## src/design/gthc_pkg.sv

```systemverilog
package gthc_pkg;
  localparam int unsigned GTHC_WIDTH = 16;
  // Register indices on the plain register port
  localparam logic [3:0] GTHC_REG_CTRL = 4'h0;
  localparam logic [3:0] GTHC_REG_THRESHOLD = 4'h1;
  localparam logic [3:0] GTHC_REG_DELTA = 4'h2;
  localparam logic [3:0] GTHC_REG_STATUS = 4'h3;
  localparam logic [3:0] GTHC_REG_MASTER_BITS = 4'h4;
  localparam logic [3:0] GTHC_REG_INPUT = 4'h5;
  // Control field positions
  localparam int unsigned GTHC_CTRL_EN_SRC_LSB = 0;
  localparam int unsigned GTHC_CTRL_OP_SRC_BIT = 2;
  localparam int unsigned GTHC_CTRL_DEDICATE_BIT = 3;
  // Status field positions
  localparam int unsigned GTHC_STAT_OUT_BIT = 0;
  localparam int unsigned GTHC_STAT_EN_BIT = 1;
  localparam int unsigned GTHC_STAT_BAD_CFG_BIT = 2;
  // Reset values
  localparam logic [15:0] GTHC_CTRL_RST = 16'h0000;
  localparam logic [15:0] GTHC_THRESHOLD_RST = 16'h0000;
  localparam logic [15:0] GTHC_DELTA_RST = 16'h0000;
  localparam logic [15:0] GTHC_MASTER_BITS_RST = 16'h0000;

  // Enable source selection
  typedef enum logic [1:0] {
    GTHC_EN_PIN = 2'h0,
    GTHC_EN_MASTER = 2'h1,
    GTHC_EN_ALWAYS = 2'h2,
    GTHC_EN_NEVER = 2'h3
  } gthc_en_src_t;

  // Register port request
  typedef struct packed {
    logic [3:0] addr;
    logic [15:0] wdata;
    logic wr;
    logic rd;
  } gthc_reg_req_t;

  // Operational input sources
  typedef struct packed {
    logic [15:0] analog_word;
    logic [15:0] nested_word;
  } gthc_op_in_t;
endpackage

```

## src/design/gthc_top.sv

```systemverilog
// Our own choices: the strobed register port and the placing of the registers.
`timescale 1ns/1ps
// Function
// - Input is unsigned 16-bit word, full range
// - Above threshold+delta gives 1, at/below threshold-delta 0
// - Inside band output holds previous value
// - Enable by pin 1 or always-enabled constant
// - Disabled: no compare, output frozen
// - Inputs tracked while disabled, used on re-enable
// - Bit 15 is magnitude, never sign
// - Enable from island input, virtual or master bit
// - Operand from analog word or nested block
// - Dedicated channel ignores master data
// - Master bit still written, usable as input
module gthc_top
  import gthc_pkg::*;
#(
  parameter int unsigned WIDTH = GTHC_WIDTH
) (
  input wire logic mclk,
  input wire logic nrst,
  input wire logic enable_in,
  input wire gthc_pkg::gthc_op_in_t op_in,
  input wire gthc_pkg::gthc_reg_req_t reg_req,
  output logic [15:0] reg_rdata,
  output logic compare_out,
  output logic channel_out
);
  import gthc_pkg::*;

  logic [15:0] ctrl;
  logic [WIDTH-1:0] compare_threshold;
  logic [WIDTH-1:0] delta;
  logic [15:0] master_bits;
  logic [WIDTH-1:0] op_word;
  logic enabled;
  logic next_out;
  logic bad_cfg;
  logic [15:0] next_rdata;
  gthc_en_src_t en_src;

  assign en_src = gthc_en_src_t'(ctrl[GTHC_CTRL_EN_SRC_LSB +: 2]);

  // Enable selection; the master bit is bit 0 of the master word
  always_comb begin
    unique case (en_src)
      GTHC_EN_PIN: enabled = enable_in;
      GTHC_EN_MASTER: enabled = master_bits[0];
      GTHC_EN_ALWAYS: enabled = 1'h1;
      GTHC_EN_NEVER: enabled = 1'h0;
    endcase
  end

  // Operand is taken raw as unsigned, no sign handling
  assign op_word = ctrl[GTHC_CTRL_OP_SRC_BIT] ? op_in.nested_word[WIDTH-1:0]
                                              : op_in.analog_word[WIDTH-1:0];

  gthc_core #(
    .WIDTH(WIDTH)
  ) u_core (
    .value(op_word),
    .compare_threshold(compare_threshold),
    .delta(delta),
    .prev_out(compare_out),
    .next_out(next_out),
    .bad_cfg(bad_cfg)
  );

  // Presets and control written by software
  always_ff @(posedge mclk or negedge nrst) begin
    if (!nrst) begin
      ctrl <= GTHC_CTRL_RST;
      compare_threshold <= GTHC_THRESHOLD_RST[WIDTH-1:0];
      delta <= GTHC_DELTA_RST[WIDTH-1:0];
      master_bits <= GTHC_MASTER_BITS_RST;
    end else if (reg_req.wr) begin
      unique case (reg_req.addr)
        GTHC_REG_CTRL: ctrl <= reg_req.wdata;
        GTHC_REG_THRESHOLD: compare_threshold <= reg_req.wdata[WIDTH-1:0];
        GTHC_REG_DELTA: delta <= reg_req.wdata[WIDTH-1:0];
        GTHC_REG_MASTER_BITS: master_bits <= reg_req.wdata;
        default: ;
      endcase
    end
  end

  // Compare result; frozen while disabled, live operands seen on re-enable
  always_ff @(posedge mclk or negedge nrst) begin
    if (!nrst) begin
      compare_out <= 1'h0;
    end else if (enabled) begin
      compare_out <= next_out;
    end
  end

  // Physical channel: dedicated follows block, else master bit 1
  always_ff @(posedge mclk or negedge nrst) begin
    if (!nrst) begin
      channel_out <= 1'h0;
    end else if (ctrl[GTHC_CTRL_DEDICATE_BIT]) begin
      channel_out <= enabled ? next_out : compare_out;
    end else begin
      channel_out <= master_bits[1];
    end
  end

  // Read mux; unmapped indices read zero
  always_comb begin
    next_rdata = 16'h0000;
    unique case (reg_req.addr)
      GTHC_REG_CTRL: next_rdata = ctrl;
      GTHC_REG_THRESHOLD: next_rdata = 16'(compare_threshold);
      GTHC_REG_DELTA: next_rdata = 16'(delta);
      GTHC_REG_STATUS: begin
        next_rdata[GTHC_STAT_OUT_BIT] = compare_out;
        next_rdata[GTHC_STAT_EN_BIT] = enabled;
        next_rdata[GTHC_STAT_BAD_CFG_BIT] = bad_cfg;
      end
      GTHC_REG_MASTER_BITS: next_rdata = master_bits;
      GTHC_REG_INPUT: next_rdata = 16'(op_word);
      default: next_rdata = 16'h0000;
    endcase
  end

  // Read data stands only in the cycle after the strobe
  always_ff @(posedge mclk or negedge nrst) begin
    if (!nrst) begin
      reg_rdata <= 16'h0000;
    end else if (reg_req.rd) begin
      reg_rdata <= next_rdata;
    end else begin
      reg_rdata <= 16'h0000;
    end
  end
endmodule // gthc_top

```

## src/design/gthc_core.sv

```systemverilog
`timescale 1ns/1ps
// Hysteresis compare decision, purely combinational
module gthc_core #(
  parameter int unsigned WIDTH = 16
) (
  input wire logic [WIDTH-1:0] value,
  input wire logic [WIDTH-1:0] compare_threshold,
  input wire logic [WIDTH-1:0] delta,
  input wire logic prev_out,
  output logic next_out,
  output logic bad_cfg
);
  logic [WIDTH:0] upper;
  logic [WIDTH:0] lower;
  logic lower_neg;

  // One extra bit so an illegal preset cannot wrap silently
  always_comb begin
    upper = {1'h0, compare_threshold} + {1'h0, delta};
    lower = {1'h0, compare_threshold} - {1'h0, delta};
    lower_neg = lower[WIDTH];
    bad_cfg = upper[WIDTH] | lower_neg;
    if ({1'h0, value} > upper) begin
      next_out = 1'h1;
    end else if (!lower_neg && ({1'h0, value} <= lower)) begin
      next_out = 1'h0;
    end else begin
      next_out = prev_out;
    end
  end
endmodule // gthc_core

```

## config.mk

```make
export PLATFORM = sky130hd
export DESIGN_NAME = gthc_top
export DESIGN_NICKNAME = d
export VERILOG_FILES = /design/src/design/gthc_pkg.sv /design/src/design/gthc_top.sv /design/src/design/gthc_core.sv
export SDC_FILE = /design/constraint.sdc
export NUM_CORES = 1
export LEC_CHECK = 0
export BUFFER_PORTS_ARGS = -buffer_cell sky130_fd_sc_hd__buf_2
export CORE_UTILIZATION = 50
export DETAILED_ROUTE_END_ITERATION = 12
export PLACE_DENSITY = 0.77
export SYNTH_ARGS = -nofsm -noshare
export SYNTH_HDL_FRONTEND = slang
export SYNTH_SLANG_ARGS = --single-unit
```

## constraint.sdc

```tcl
create_clock -name mclk -period 4.6 [get_ports mclk]
set_input_delay 1.38 -clock mclk [delete_from_list [all_inputs] [get_ports mclk]]
set_output_delay 1.38 -clock mclk [all_outputs]
set_load 0.005 [all_outputs]
```

==> metrics.cfg <==
[clock_network]
cts_max_path_buffers = 2
clkSinkCount = 82
hold_buffers = 0
ctsResizeCount = 0
cts.htree.levels = 3
cts_tree = built
cts_made_buffers = 9
clk_pin_slew_worst_paths_ns = 0.06
clock-root-buffer = clkbuf_16
post-cts-setup-buffers = 0
insertion_delay_ns = 0.35

[power]
peakVddDrop_v = 0.000242
leakagePower_nw = 3.05
fin_total_pwr_mw = 3.57
power_density_mw_per_mm2 = 541

[sta]
fin_skew_ns = 0.00658
post-route-period-util = 0.904
period_minus_slack_ns = 4.16
max_freq_ghz = 0.241
final-hold-violation-count = 0
rsz0062_at_grt = false
fin_setup_tns_ns = 0
setup_violations = 0
tightest_slew_ns = 1.05
drv_slew = 0
relSlewSlack = 0.300

[finish]
mostFrequentLayoutCell = dfrtp_1
nets = 750
layout-drive-gt1-share = 0.287
layout_common_cells = dfrtp_1 (82), mux2_2 (79), buf_2 (73)
area_growth_pct = 13.2
num_antenna_cells = 0

[min_path]
whs_path_depth = 1
hp-start = master_bits[2]$_DFFE_PN0P_
whs_endpoint = master_bits[2]$_DFFE_PN0P_
hp-class = flop to flop

[worst_setup_path]
path_cells = inv_1 > ha_1 > fa_1 > nand2b_1 > a21oi_2 > o211ai_1 > a31oi_1 > a21oi_1 > xnor2_1 > ha_1 > a2111oi_0 > o21ai_0 > o311ai_0 > o21ai_0 > a211o_1 > mux2_4
cpPeakStageDelay_ns = 0.42
critPathKind = flop to flop
path_buf_inv = 1
r2r_end = channel_out$_DFF_PN0_
rr_startpoint = compare_threshold[0]$_DFFE_PN0P_
worst_path_max_delay_cell = fa_1
end_kind = flop
critPathTopFamily = compound AO/OA/AOI/OAI gates
worstPathMaxFanout = 4
cp.arrival_ns = 4.39
worstPathRequired_ns = 4.83
crit_path_start = compare_threshold[0]$_DFFE_PN0P_
r2r_cells = 16
critPathLaunchType = flop
rrSetupSlack_ns = 0.44

[grt]
antenna_found_initial = 0
grt_max_degree = 83
grt_usage = 0.280
grt_pass1_wl_um = 24800
grt_pass1_vias = 4702
grt_overflow = 0

[logic_synthesis]
yosysUniqueCellTypes = 56
syn_area_per_cell_um2 = 10.4
synth_largest_area_cell = dfrtp_1
yosys_warnings = 0
syn_nets = 685
synthCells = 563
synth_area_mm2 = 0.00583
synthArstFlopShare = 1.00
ys_dominant_reg_cell = dfrtp_1
yosys_register_bits = 82
synth_edf_count = 0
synth_area_leaders = dfrtp_1 (35%), mux2_2 (15%), ha_1 (14%)
ys_seq_area_frac = 0.352
yosys.area.top_type_share = 0.352

[routing]
vias = 4763
vias_per_cell = 6.16
ant_nets = 0
routed_wl_um = 15900
drc = 0
drt_iter0_drc = 292
drt_first_pass_iters = 5
wl_per_cell_um = 20.6

[job]
maxCapViolations = 0

[floorplan]
core.rowCount = 39
io_pins = 75
dieArea_mm2 = 0.0121
die_w_um = 110
start_util = 0.513
core_area_mm2 = 0.0114
die_y_um = 110

[place]
place_hpwl_um = 11600
gp_congestion = 0.930
port-buffer-count = 74

[status]
status = completed

## stage by stage
step                 util  hold WS (ns)  instance area [um^2]  setup WS (ns)  std cells
finish              0.580         0.505                  6600          0.443        773
global route        0.580         0.513                  6600          0.176        773
detailed placement  0.556         0.496                  6320          0.470        760
CTS                 0.580         0.509                  6600          0.435        773
global placement    0.556         0.488                  6320          0.596        760
floorplan               -         0.478                  5830          0.895        563
## power breakdown
part / switching (mW) / total, mW / internal, mW
clock network: 0.279 / 0.690 / 0.411
logic: 1.02 / 1.86 / 0.841
registers: 0.148 / 1.01 / 0.864
## synthesized netlist by cell type (9+ instances only)
library cell	count
dfrtp_1	82
mux2_2	79
ha_1	63
nor2_1	40
a21oi_1	38
inv_1	30
nand2_1	25
xnor2_1	20
a222oi_1	14
a22oi_1	14
o21ai_0	14
buf_2	12
clkbuf_1	12
nor2b_1	9
nor3_1	9
## registers in the layout, summed over array words and instances, names as in the netlist
name,cells
ctrl,16
compare_threshold,16
master_bits,16
compare_out,1
delta,16
reg_rdata,16
channel_out,1
## layout make-up
cell class / instances / area (um^2)
fillers: 974 / 4770
multi-input cells: 424 / 3560
flip-flops and latches: 82 / 2050
repair buffers: 79 / 410
clock buffers: 10 / 229
well taps: 143 / 179
inverters: 32 / 120
clock inverters: 3 / 43.8
## per-layer routing
layer,global-route usage,up-vias,part of all wire
li1,-,2211,-
met3,0.0553,37,0.053
met1,0.353,2360,0.42
met2,0.463,155,0.49
met4,0.127,0,0.031
met5,0,-,0
## worst max-delay path by stage
stage,endpoint,cells after the start,slack (ns)
floorplan,channel_out$_DFF_PN0_,16,0.89
global placement,channel_out$_DFF_PN0_,16,0.60
detailed placement,channel_out$_DFF_PN0_,16,0.47
CTS,channel_out$_DFF_PN0_,16,0.44
global route,channel_out$_DFF_PN0_,16,0.18
finish,channel_out$_DFF_PN0_,16,0.44
## cell families after synthesis
family,count (synthesis),synth area share
and+or+nand+nor,120,0.107
muxes,83,0.160
xor gates and xnor gates,25,0.0376
DFF,82,0.352
buffers and inverters,57,0.0393
AOI/OAI and AO/OA,131,0.162
adders and majority gates,65,0.142
Note: power is estimated with default switching activity, not from simulation.
